**config.mk**
```make
export PLATFORM = sky130hd
export DESIGN_NAME = svrm_top
export DESIGN_NICKNAME = d
export VERILOG_FILES = /design/src/svrm_pkg.sv /design/src/svrm_top.sv /design/src/svrm_uv_fsm.sv /design/src/svrm_irq.sv
export SDC_FILE = /design/constraint.sdc
export NUM_CORES = 1
export LEC_CHECK = 0
export CAP_MARGIN = 0
export CORE_MARGIN = 2
export CORE_UTILIZATION = 69
export CTS_BUF_LIST = sky130_fd_sc_hd__clkbuf_4 sky130_fd_sc_hd__clkbuf_8
export DETAILED_ROUTE_END_ITERATION = 8
export DONT_BUFFER_PORTS = 1
export GPL_ROUTABILITY_DRIVEN = 0
export PLACE_DENSITY = 0.9
export SLEW_MARGIN = 20
export SYNTH_ARGS = -nofsm -noshare
export SYNTH_HDL_FRONTEND = slang
export SYNTH_HIERARCHICAL = 1
export SYNTH_SLANG_ARGS = --single-unit
```
**constraint.sdc**
```tcl
create_clock -name CLK_SYS -period 4.2 [get_ports CLK_SYS]
set_clock_uncertainty 0.1 [all_clocks]
set_input_delay 0 -clock CLK_SYS [delete_from_list [all_inputs] [get_ports CLK_SYS]]
set_output_delay 0 -clock CLK_SYS [all_outputs]
set_load 0.02 [all_outputs]
```
**src/svrm_pkg.sv**
```systemverilog
/*
 * Package for the supply voltage reset monitor: register offsets, field
 * positions, reset values, register layouts and the detector state type.
 * Assumes nothing of its surroundings; every design file imports it whole.
 */
package svrm_pkg;

	// ==========================================================
	// register offsets on the byte-wide register port
	localparam logic [7:0] OFS_UV_CTRL = 8'h00;
	localparam logic [7:0] OFS_UV_LEVEL = 8'h01;
	localparam logic [7:0] OFS_RST_CAUSE = 8'h02;
	localparam logic [7:0] OFS_IRQ_STATUS = 8'h03;
	localparam logic [7:0] OFS_IRQ_MASK = 8'h04;

	// ==========================================================
	// field positions
	localparam logic [2:0] BIT_UV_ENABLE = 3'h7;
	localparam logic [2:0] BIT_UV_MODE = 3'h1;
	localparam int unsigned CAUSE_UV = 0;
	localparam int unsigned CAUSE_WDOG = 4;
	localparam int unsigned IRQ_UV_DETECT = 0;
	localparam int unsigned IRQ_UV_RESET = 1;
	localparam int unsigned IRQ_COUNT = 2;
	localparam int unsigned LEVEL_BITS = 4;

	// ==========================================================
	// values after reset
	localparam logic [7:0] RST_UV_CTRL = 8'h00;
	localparam logic [LEVEL_BITS-1:0] RST_UV_LEVEL = 4'h0;
	localparam logic [7:0] RST_CAUSE = 8'h00;
	localparam logic [IRQ_COUNT-1:0] RST_IRQ_MASK = 2'h3;
	localparam logic [7:0] RD_UNMAPPED = 8'h00;

	// ==========================================================
	// layouts
	typedef struct packed {
		logic enable;
		logic [4:0] zero;
		logic mode;
		logic flag;
	} svrm_uv_ctrl_t;

	typedef struct packed {
		logic [7:0] addr;
		logic [7:0] wdata;
		logic wr;
		logic rd;
		logic bit_wr;
		logic [2:0] bit_num;
	} svrm_bus_t;

	typedef enum logic [1:0] {
		UV_STOPPED,
		UV_WATCH,
		UV_LOW_IRQ,
		UV_LOW_RESET
	} svrm_uv_state_t;

endpackage : svrm_pkg

```
**src/svrm_top.sv**
```systemverilog
/*
 * Supply voltage reset monitor: supply-rise reset and undervoltage
 * detector control, registers, reset-cause flags and interrupt.
 * Assumes comparator outcomes arrive synchronous to CLK_SYS and that
 * the analog side applies UV_LEVEL_SEL while UV_ENABLE is high.
 */
// Contract
// RQ1: a supply-rise reset clears the whole reset-cause register to zero.
// RQ2: writing byte zero or bit-clearing the enable bit stops the detector.
// RQ3: software writes zero to bits 2 to 6 of undervoltage_control.
// RQ4: software writes zero to bits 4 to 7 of the level select register.
// RQ5: a level write while the detector runs makes the level undefined.
// RQ6: software clears the enable bit before changing the level select.
// RQ7: setting reset mode while supply is above level gives no reset.
// RQ8: with mask clear, an interrupt may follow the setup at once.
// RQ9: reset mode asserts reset below level and releases on recovery.
// RQ10: supply-rise reset asserts and releases as supply crosses its level.
// RQ11: the undervoltage reset never resets the detector's own logic.
// RQ12: while any reset is asserted both clocks are held stopped; the code drives one CLK_STOP output.
// RQ13: software reads the reset-cause register by whole bytes only.
// RQ14: interrupt mode raises a request instead of reset, gated by mask.
`timescale 1ns/100ps
module svrm_top import svrm_pkg::*; (
	// clock and reset
	input wire logic CLK_SYS,
	input wire logic SYS_RST,
	// register port
	input wire logic [7:0] REG_ADDR,
	input wire logic [7:0] REG_WDATA,
	input wire logic REG_WR,
	input wire logic REG_RD,
	input wire logic REG_BIT_WR,
	input wire logic [2:0] REG_BIT_NUM,
	output logic [7:0] REG_RDATA,
	// comparators and other reset sources
	input wire logic SUPPLY_BELOW_RISE,
	input wire logic SUPPLY_BELOW_LEVEL,
	input wire logic WDOG_RST_REQ,
	// analog control
	output logic UV_ENABLE,
	output logic [LEVEL_BITS-1:0] UV_LEVEL_SEL,
	output logic UV_LEVEL_VALID,
	// resets, clock stop and interrupt
	output logic RST_SUPPLY_RISE,
	output logic RST_UNDERVOLT,
	output logic CLK_STOP,
	output logic IRQ
);

	// ==========================================================
	// bit replace for single-bit writes
	function automatic logic [7:0] bit_merge(input logic [7:0] old, input logic [2:0] num, input logic val);
		logic [7:0] res;
		res = old;
		res[num] = val;
		return res;
	endfunction : bit_merge

	// ==========================================================
	// bus bundle and decode
	svrm_bus_t bus;
	assign bus = '{addr: REG_ADDR, wdata: REG_WDATA, wr: REG_WR, rd: REG_RD,
		bit_wr: REG_BIT_WR, bit_num: REG_BIT_NUM};

	wire any_wr = bus.wr || bus.bit_wr;
	wire sel_ctrl = (bus.addr == OFS_UV_CTRL);
	wire sel_level = (bus.addr == OFS_UV_LEVEL);
	wire sel_status = (bus.addr == OFS_IRQ_STATUS);
	wire sel_mask = (bus.addr == OFS_IRQ_MASK);
	wire wr_ctrl = any_wr && sel_ctrl;
	wire wr_level = any_wr && sel_level;

	// ==========================================================
	// state
	logic uv_enable;
	logic uv_mode;
	logic [LEVEL_BITS-1:0] level_sel;
	logic level_dirty;
	logic [7:0] cause;
	logic poc_rst;
	logic uv_rst;
	logic uv_event;
	logic uv_rst_q;
	logic [7:0] rdata;
	logic [IRQ_COUNT-1:0] irq_status;
	logic [IRQ_COUNT-1:0] irq_mask;
	svrm_uv_state_t uv_state;

	// ==========================================================
	// supply-rise reset follows its comparator
	always_ff @(posedge CLK_SYS) begin
		if (SYS_RST)
			poc_rst <= 1'b0;
		else
			poc_rst <= SUPPLY_BELOW_RISE; // RQ10
	end

	// detector logic is cleared by the chip and supply-rise resets only
	wire block_rst = SYS_RST || poc_rst; // RQ11

	// ==========================================================
	// undervoltage_control: enable and mode; bits 2..6 and flag not stored
	svrm_uv_ctrl_t ctrl_rd;
	assign ctrl_rd = '{enable: uv_enable, zero: 5'h00, mode: uv_mode, flag: SUPPLY_BELOW_LEVEL};

	wire [7:0] ctrl_cur = {uv_enable, 5'h00, uv_mode, 1'b0};
	wire [7:0] next_ctrl = bus.wr ? bus.wdata : bit_merge(ctrl_cur, bus.bit_num, bus.wdata[0]);

	always_ff @(posedge CLK_SYS) begin
		if (block_rst) begin
			uv_enable <= RST_UV_CTRL[BIT_UV_ENABLE];
			uv_mode <= RST_UV_CTRL[BIT_UV_MODE];
		end else if (wr_ctrl) begin
			uv_enable <= next_ctrl[BIT_UV_ENABLE]; // RQ2
			uv_mode <= next_ctrl[BIT_UV_MODE];
		end
	end

	// ==========================================================
	// level select; a write while running leaves the level undefined
	wire [7:0] level_cur = {4'h0, level_sel};
	wire [7:0] next_level = bus.wr ? bus.wdata : bit_merge(level_cur, bus.bit_num, bus.wdata[0]);

	always_ff @(posedge CLK_SYS) begin
		if (block_rst) begin
			level_sel <= RST_UV_LEVEL;
			level_dirty <= 1'b0;
		end else begin
			if (wr_level)
				level_sel <= next_level[LEVEL_BITS-1:0];
			if (wr_level && uv_enable)
				level_dirty <= 1'b1; // RQ5
			else if (!uv_enable)
				level_dirty <= 1'b0;
		end
	end

	// ==========================================================
	// detector sequencing
	svrm_uv_fsm u_fsm (
		.clk(CLK_SYS),
		.rst(block_rst),
		.enable(uv_enable),
		.reset_mode(uv_mode),
		.below(SUPPLY_BELOW_LEVEL),
		.uv_reset(uv_rst),
		.uv_event(uv_event),
		.state(uv_state)
	);

	// edge of the undervoltage reset for the cause flag
	always_ff @(posedge CLK_SYS) begin
		if (block_rst)
			uv_rst_q <= 1'b0;
		else
			uv_rst_q <= uv_rst;
	end

	// ==========================================================
	// reset-cause flags: set by sources, wiped by supply-rise reset
	always_ff @(posedge CLK_SYS) begin
		if (block_rst) begin
			cause <= RST_CAUSE; // RQ1
		end else begin
			if (uv_rst && !uv_rst_q)
				cause[CAUSE_UV] <= 1'b1;
			if (WDOG_RST_REQ)
				cause[CAUSE_WDOG] <= 1'b1;
		end
	end

	// ==========================================================
	// interrupt: detection in interrupt mode, reset entry in reset mode
	wire [IRQ_COUNT-1:0] irq_set = {uv_rst && !uv_rst_q, uv_event}; // RQ14

	svrm_irq #(
		.N(IRQ_COUNT)
	) u_irq (
		.clk(CLK_SYS),
		.rst(block_rst),
		.set(irq_set),
		.clr_wr(bus.wr && sel_status),
		.mask_wr(bus.wr && sel_mask),
		.wdata(bus.wdata[IRQ_COUNT-1:0]),
		.status(irq_status),
		.mask(irq_mask),
		.irq(IRQ) // RQ8
	);

	// ==========================================================
	// read mux; unmapped addresses read zero
	wire [7:0] rd_mux =
		(bus.addr == OFS_UV_CTRL) ? ctrl_rd :
		(bus.addr == OFS_UV_LEVEL) ? level_cur :
		(bus.addr == OFS_RST_CAUSE) ? cause :
		(bus.addr == OFS_IRQ_STATUS) ? {6'h00, irq_status} :
		(bus.addr == OFS_IRQ_MASK) ? {6'h00, irq_mask} : RD_UNMAPPED;

	// read data stand one cycle only
	always_ff @(posedge CLK_SYS) begin
		if (SYS_RST)
			rdata <= RD_UNMAPPED;
		else if (bus.rd)
			rdata <= rd_mux;
		else
			rdata <= RD_UNMAPPED;
	end

	// ==========================================================
	// outputs
	assign REG_RDATA = rdata;
	assign UV_ENABLE = uv_enable;
	assign UV_LEVEL_SEL = level_sel;
	assign UV_LEVEL_VALID = !level_dirty;
	assign RST_SUPPLY_RISE = poc_rst;
	assign RST_UNDERVOLT = uv_rst; // RQ9
	assign CLK_STOP = SYS_RST || poc_rst || uv_rst; // RQ12

	// ==========================================================
	// checks
	a_poc_clears_flags: assert property (@(posedge CLK_SYS) disable iff (SYS_RST) // RQ1
		poc_rst |=> (cause == 8'h00))
		else $error("cause flags not cleared by supply-rise reset");

	a_byte_zero_stops: assert property (@(posedge CLK_SYS) disable iff (SYS_RST) // RQ2
		(bus.wr && sel_ctrl && bus.wdata == 8'h00) |=> !UV_ENABLE ##1 (uv_state == UV_STOPPED))
		else $error("byte write of zero did not stop detector");

	a_bit_clear_stops: assert property (@(posedge CLK_SYS) disable iff (SYS_RST) // RQ2
		(bus.bit_wr && !bus.wr && sel_ctrl && bus.bit_num == 3'h7 && !bus.wdata[0]) |=> !UV_ENABLE)
		else $error("bit clear of enable did not stop detector");

	a_level_write_live: assert property (@(posedge CLK_SYS) disable iff (SYS_RST) // RQ5
		(wr_level && uv_enable && !poc_rst) |=> !UV_LEVEL_VALID)
		else $error("level write while running not flagged");

	a_mode_set_above: assert property (@(posedge CLK_SYS) disable iff (SYS_RST) // RQ7
		($rose(uv_mode) && !SUPPLY_BELOW_LEVEL) |=> !RST_UNDERVOLT)
		else $error("reset on mode set with supply above level");

	a_irq_after_setup: assert property (@(posedge CLK_SYS) disable iff (SYS_RST) // RQ8
		(uv_event && !irq_mask[IRQ_UV_DETECT] && !poc_rst && !(bus.wr && (sel_mask || sel_status))) |=> IRQ)
		else $error("unmasked detection did not raise interrupt");

	a_uv_reset_follow: assert property (@(posedge CLK_SYS) disable iff (SYS_RST) // RQ9
		(uv_enable && uv_mode && SUPPLY_BELOW_LEVEL && !poc_rst && !wr_ctrl) |=> RST_UNDERVOLT)
		else $error("undervoltage reset not asserted below level");

	a_uv_reset_release: assert property (@(posedge CLK_SYS) disable iff (SYS_RST) // RQ9
		(RST_UNDERVOLT ##1 !SUPPLY_BELOW_LEVEL) |=> !RST_UNDERVOLT)
		else $error("undervoltage reset not released on recovery");

	a_poc_follow: assert property (@(posedge CLK_SYS) disable iff (SYS_RST) // RQ10
		SUPPLY_BELOW_RISE |=> RST_SUPPLY_RISE ##1 ($past(SUPPLY_BELOW_RISE) == RST_SUPPLY_RISE))
		else $error("supply-rise reset does not follow comparator");

	a_uv_not_self: assert property (@(posedge CLK_SYS) disable iff (SYS_RST) // RQ11
		(RST_UNDERVOLT && !poc_rst && !wr_ctrl && !wr_level) |=> ($stable(uv_enable) && $stable(level_sel)))
		else $error("undervoltage reset disturbed detector settings");

	a_clock_stopped: assert property (@(posedge CLK_SYS) disable iff (SYS_RST) // RQ12
		(RST_SUPPLY_RISE || RST_UNDERVOLT) |-> CLK_STOP)
		else $error("clock not stopped during reset");

	a_irq_mode_no_rst: assert property (@(posedge CLK_SYS) disable iff (SYS_RST) // RQ14
		(uv_enable && !uv_mode && !wr_ctrl && !poc_rst) |=> !RST_UNDERVOLT)
		else $error("interrupt mode produced a reset");

	a_poc_wipes_cause: assert property (@(posedge CLK_SYS) disable iff (SYS_RST) // RQ1
		$fell(RST_SUPPLY_RISE) |-> (cause == 8'h00))
		else $error("cause flags set at end of supply-rise reset");

	a_poc_stops_uv: assert property (@(posedge CLK_SYS) disable iff (SYS_RST) // RQ10
		RST_SUPPLY_RISE |=> (!UV_ENABLE && !RST_UNDERVOLT))
		else $error("supply-rise reset left detector running");

	a_uv_rst_cause: assert property (@(posedge CLK_SYS) disable iff (SYS_RST) // RQ9
		($rose(RST_UNDERVOLT) && !poc_rst) |=> cause[CAUSE_UV])
		else $error("undervoltage reset not recorded as cause");

	a_uv_rst_origin: assert property (@(posedge CLK_SYS) disable iff (SYS_RST) // RQ9
		RST_UNDERVOLT |-> ($past(uv_enable) && $past(uv_mode) && $past(SUPPLY_BELOW_LEVEL)))
		else $error("undervoltage reset without low supply in reset mode");

	a_stopped_no_rst: assert property (@(posedge CLK_SYS) disable iff (SYS_RST) // RQ2
		!uv_enable |=> !RST_UNDERVOLT)
		else $error("stopped detector produced a reset");

	a_stopped_level_ok: assert property (@(posedge CLK_SYS) disable iff (SYS_RST) // RQ5
		!uv_enable |=> UV_LEVEL_VALID)
		else $error("level still undefined with detector stopped");

	a_clock_runs: assert property (@(posedge CLK_SYS) disable iff (SYS_RST) // RQ12
		(!SYS_RST && !RST_SUPPLY_RISE && !RST_UNDERVOLT) |-> !CLK_STOP)
		else $error("clock stopped with no reset asserted");

	a_masked_quiet: assert property (@(posedge CLK_SYS) disable iff (SYS_RST) // RQ14
		(&irq_mask) |-> !IRQ)
		else $error("interrupt raised with every source masked");

	a_detect_origin: assert property (@(posedge CLK_SYS) disable iff (SYS_RST) // RQ14
		$rose(irq_status[IRQ_UV_DETECT]) |-> ($past(SUPPLY_BELOW_LEVEL) && !$past(uv_mode)))
		else $error("detect request without low supply in interrupt mode");

endmodule : svrm_top

```
**src/svrm_uv_fsm.sv**
```systemverilog
/*
 * Undervoltage detector sequencing: follows the comparator outcome and
 * turns it into a reset level or an interrupt event by mode.
 * Assumes its reset excludes the reset that it produces itself.
 */
`timescale 1ns/100ps
module svrm_uv_fsm import svrm_pkg::*; (
	// clock and reset
	input wire logic clk,
	input wire logic rst,
	// control and comparator
	input wire logic enable,
	input wire logic reset_mode,
	input wire logic below,
	// results
	output logic uv_reset,
	output logic uv_event,
	output svrm_uv_state_t state
);

	// ==========================================================
	// next state from enable, mode and comparator
	svrm_uv_state_t next_state;
	always_comb begin
		next_state = UV_WATCH;
		case (state)
			default: begin
				if (!enable)
					next_state = UV_STOPPED;
				else if (below && reset_mode)
					next_state = UV_LOW_RESET; // RQ7
				else if (below)
					next_state = UV_LOW_IRQ;
				else
					next_state = UV_WATCH;
			end
		endcase
	end

	always_ff @(posedge clk) begin
		if (rst)
			state <= UV_STOPPED;
		else
			state <= next_state;
	end

	// reset follows the low state; event on entering interrupt low
	assign uv_reset = (state == UV_LOW_RESET);
	assign uv_event = (next_state == UV_LOW_IRQ) && (state != UV_LOW_IRQ);

endmodule : svrm_uv_fsm

```
**src/svrm_irq.sv**
```systemverilog
/*
 * Sticky interrupt status with write-one-to-clear, a mask of the same
 * layout (one masks) and one level interrupt output.
 * Assumes set pulses and write strobes synchronous to clk.
 */
`timescale 1ns/100ps
module svrm_irq import svrm_pkg::*; #(
	parameter int unsigned N = IRQ_COUNT
) (
	// clock and reset
	input wire logic clk,
	input wire logic rst,
	// events and software access
	input wire logic [N-1:0] set,
	input wire logic clr_wr,
	input wire logic mask_wr,
	input wire logic [N-1:0] wdata,
	// state
	output logic [N-1:0] status,
	output logic [N-1:0] mask,
	output logic irq
);

	// ==========================================================
	// set wins over a clear in the same cycle
	wire [N-1:0] clr = clr_wr ? wdata : '0;
	wire [N-1:0] next_status = (status & ~clr) | set;

	always_ff @(posedge clk) begin
		if (rst) begin
			status <= '0;
			mask <= RST_IRQ_MASK;
		end else begin
			status <= next_status;
			if (mask_wr)
				mask <= wdata;
		end
	end

	// high while any unmasked status bit is set
	assign irq = |(status & ~mask);

endmodule : svrm_irq

```
==> flow_results.org <==
** Pwr
- Total net switching power :: 103 µW
- Net switching is a little over a quarter of the power.
- The internal portion of the total power is 280 µW.
- Across the VDD grid, the largest voltage drop is 0.252 mV.
- In this run the static leakage power is 0.626 nW.
- Total power density per cell area :: 251 mW/mm²
- Clock power share :: ~29%
- Comb pwr share :: 13.7%
- In this run, flip-flops and latches consume 57.7% of the power.

** Critical path
- Number of cells on the worst reg-to-reg path :: 4
- For the worst setup path, the data arrival time is approximately 2.7 ns.
- Highest net fanout along the worst path :: 7
- Required time at the endpoint of the critical path :: 4.37 ns
- Crit start category :: primary input
- The setup check on the worst reg-to-reg path leaves a slack of 2.07 ns.
- Worst reg2reg path startpoint :: RST_SUPPLY_RISE$_SDFF_PP0_
- In this run the critical register-to-register path is captured at u_irq/status[1]$_SDFF_PP0_.
- Capturing element type of the critical path :: flop
- Crit Path Class :: in -> reg

** Yosys
- Post-synthesis area per instance :: 8.89 µm²
- The synthesized netlist contains 43 unique library cells.
- Number of synthesized flops with an enable pin :: 0
- For this run, the number of Yosys warnings is 6.
- Of all cell types, the one taking the most synthesized area is dfxtp_1.
- Commonest cells in the netlist :: 23 x dfxtp_1, 20 x nor2_1, 11 x nand2_1
- Most area-consuming cells after synthesis :: dfxtp_1 39%, nor2_1 6.3%, mux2i_1 4.2%, nor2b_1 3.7%, nor4_4 3.6%
- Sequential elements use 38.7% of the synthesized area.
- Cell with the most instances after synthesis :: dfxtp_1
- Post-synthesis async set-or-reset flop share :: 0%
- The synthesized design devotes to its leading area cell type 38.7% of total area.
- Counting flops and latches in the post-synthesis netlist gives 23.
- Prevailing post-synth register cell :: dfxtp_1
- After synthesis the cells add up to 0.00119 mm².
- Synthesis produced a netlist whose cell count is roughly 130.

** STA
- Slew HR :: between 60 and 70%
- Final hold analysis gives a worst-case slack of around 0.022 ns.
- Setup violations remaining at the end of the flow were counted as 0.
- The hold violation total from the final report was 0.
- Setup repair after global routing missed its margin :: no
- Achievable frequency :: between 300 and 400 MHz
- The final critical path takes up 60.6% of the cycle.
- Pins over their slew limit :: 0
- Setup TNS after final layout :: 0 ns
- Period minus WS final :: 2.54 ns
- Measured slew at the worst slew-check pin :: 0.547 ns

** Drt
- Dividing the detail-routed via count by the number of cells gives 6.99.
- Detailed Routing Iterations Pass 1 :: 6
- The routed design has 3.77 mm of wire.
- For this run, design rule violations remaining after detail routing come to 0.
- Starting DRC count in detailed routing :: between 70 and 80
- Total via count after detailed routing :: 1273
- The detail route stage leaves a number of antenna-violating nets equal to 0.
- After detailed routing, the average wire length per cell comes to 20.7 µm.

** CTS
- Number of clock sinks :: 23
- Worst-Skew Late Latency :: 0.32 ns
- After clock tree synthesis, the setup repair step added 0 buffers.
- The root buffer cell chosen for the clock tree is clkbuf_4.
- Buffers inserted during clock tree synthesis total 3.
- In this run the number of H-tree levels came out at 1.
- The clock passes through at most 2 buffers.
- After clock tree synthesis, the clock-pin slew on the worst setup and hold paths is 0.14 ns.
- TritonCTS built the clock tree.
- # resized after CTS :: 0

** Finish
- Diode count :: 0
- Post-layout nets :: 193
- Relative to the synthesized area, the layout overhead comes to 28.2%.
- After routing the design area is 0.00153 mm².
- Fraction of layout instances using a drive strength above 1 :: 8.48%
- Layout Utilization :: 91.4%

** Run status
- Result of the run :: finished, final reports clean

** Global route
- Global routing used 41.8% of the available tracks across all layers.
- The via count of the first global-routing pass was around 1.3k.
- Congestion Overflow GR :: 0
- Pin count of the biggest net entering global routing :: 15
- Number of antenna violations at the first check in global routing :: 0
- Global-route wire length before repair :: roughly 6.1 mm

** Place
- The placed instances occupy a cell area of about 0.0012 mm².
- Input and output buffers added on the ports amount to 0.
- Detailed placement finished with a half-perimeter wire length of 1.84 mm.

** Floorplan
- After floorplanning, the core was sized to cover roughly 0.0017 mm².
- Count of boundary I/O pins :: 45
- After floorplanning, the core was divided into 15 placement rows.
- DIE AREA :: 0.00207 mm²
- Initial cell density of the core :: 71.3%
- The floorplan step set the die width to approximately 46 µm.
- Vertical die dimension :: ~46 µm

** Min path
- Beginning of the worst hold path :: REG_BIT_NUM[0]
- Destination of the worst hold path :: UV_ENABLE$_SDFFE_PP0P_
- The worst hold path was traced through 4 stages.
- Worst Hold Class :: in -> reg

** Run
- Maxcap violations :: 0
## power by group through the flow
stage / Combinational, mW / Sequential (mW) / Clock (mW)
3_5_place_dp: 0.0247 / 0.226 / 0
3_3_place_gp: 0.0239 / 0.226 / 0
4_1_cts: 0.0483 / 0.221 / 0.101
6_report: 0.0524 / 0.221 / 0.110
5_1_grt: 0.0557 / 0.221 / 0.115
2_1_floorplan: 0.0278 / 0.226 / 0
## worst max-delay path by stage
stage / start / endpoint / slack, ns / cells past startpoint
detailed placement: RST_SUPPLY_RISE$_SDFF_PP0_ / u_irq/mask[0]$_SDFFE_PP1P_ / 2.73 / 3
global placement: RST_SUPPLY_RISE$_SDFF_PP0_ / u_irq/mask[1]$_SDFFE_PP1P_ / 2.77 / 3
floorplan: REG_ADDR[0] / u_irq/mask[0]$_SDFFE_PP1P_ / 2.87 / 6
global route: REG_ADDR[2] / UV_LEVEL_SEL[0]$_SDFFE_PP0P_ / 1.61 / 7
CTS: REG_ADDR[2] / uv_mode$_SDFFE_PP0P_ / 1.77 / 7
finish: REG_ADDR[2] / level_dirty$_SDFFE_PP0P_ / 1.66 / 6
## per-stage QoR
step / setup WS, ns / total power [mW] / cells
floorplan: 2.87 / 0.253 / 135
global placement: 2.77 / 0.250 / 146
detailed placement: 2.73 / 0.251 / 146
CTS: 1.77 / 0.370 / 182
global route: 1.61 / 0.392 / 182
finish: 1.66 / 0.383 / 182
## what timing repair did
action	CTS	global route
setup endpoints to repair	0	0
hold buffers	32	0
endpoints found under the hold margin	22	0
## sequential cells by signal, indices dropped and copies added (netlist names)
| signal | flops |
|---|---|
| u_fsm/state | 2 |
| level_dirty | 1 |
| uv_rst_q | 1 |
| UV_ENABLE | 1 |
| u_irq/status | 2 |
| cause | 2 |
| uv_mode | 1 |
| REG_RDATA | 6 |
| RST_SUPPLY_RISE | 1 |
| UV_LEVEL_SEL | 4 |
| u_irq/mask | 2 |
## cells in the final DEF (no fill, tap or decap), types with 4 or more instances in the layout
cell type	n
dlygate4sd3_1	32
dfxtp_1	23
nor2_1	20
nand2_1	11
nor2b_1	7
inv_1	7
mux2i_1	5
and2_1	4
and3_1	4
## kinds of logic (layout without fill, tap and decap cells)
family	after synthesis	in the layout	synth area share, %
multiplexers	6	6	5.15
AO/OA/AOI/OAI	23	23	14.5
buffers and inverters	13	43	5.36
other	1	2	0.315
AND/OR/NAND/NOR	68	68	36.0
flip-flops	23	23	38.7
## critical path, stage by stage
cell           delay (ns)
dlygate4sd3_1        0.58
nor4_4               0.31
dlygate4sd3_1        0.75
nand4bb_1            0.26
dlygate4sd3_1        0.67
a21oi_1              0.14
## per-layer routing
| metal | part of all wire (%) | GRT usage [%] | vias up |
|---|---|---|---|
| li1 | - | - | 536 |
| met1 | 37 | 52.5 | 599 |
| met2 | 49 | 69.9 | 109 |
| met3 | 10 | 6.75 | 29 |
| met4 | 4.7 | 18.2 | 0 |
| met5 | 0 | 0 | - |
## layout make-up
type / count / area, µm²
clock buffer: 3 / 22.5
tap: 17 / 21.3
sequential: 23 / 460
clock inverter: 1 / 5.00
multi-input combinational: 99 / 671
timing repair buffer: 32 / 320
inverter: 7 / 26.3
fill: 65 / 144
No activity file was read; power rests on OpenSTA's default activity.
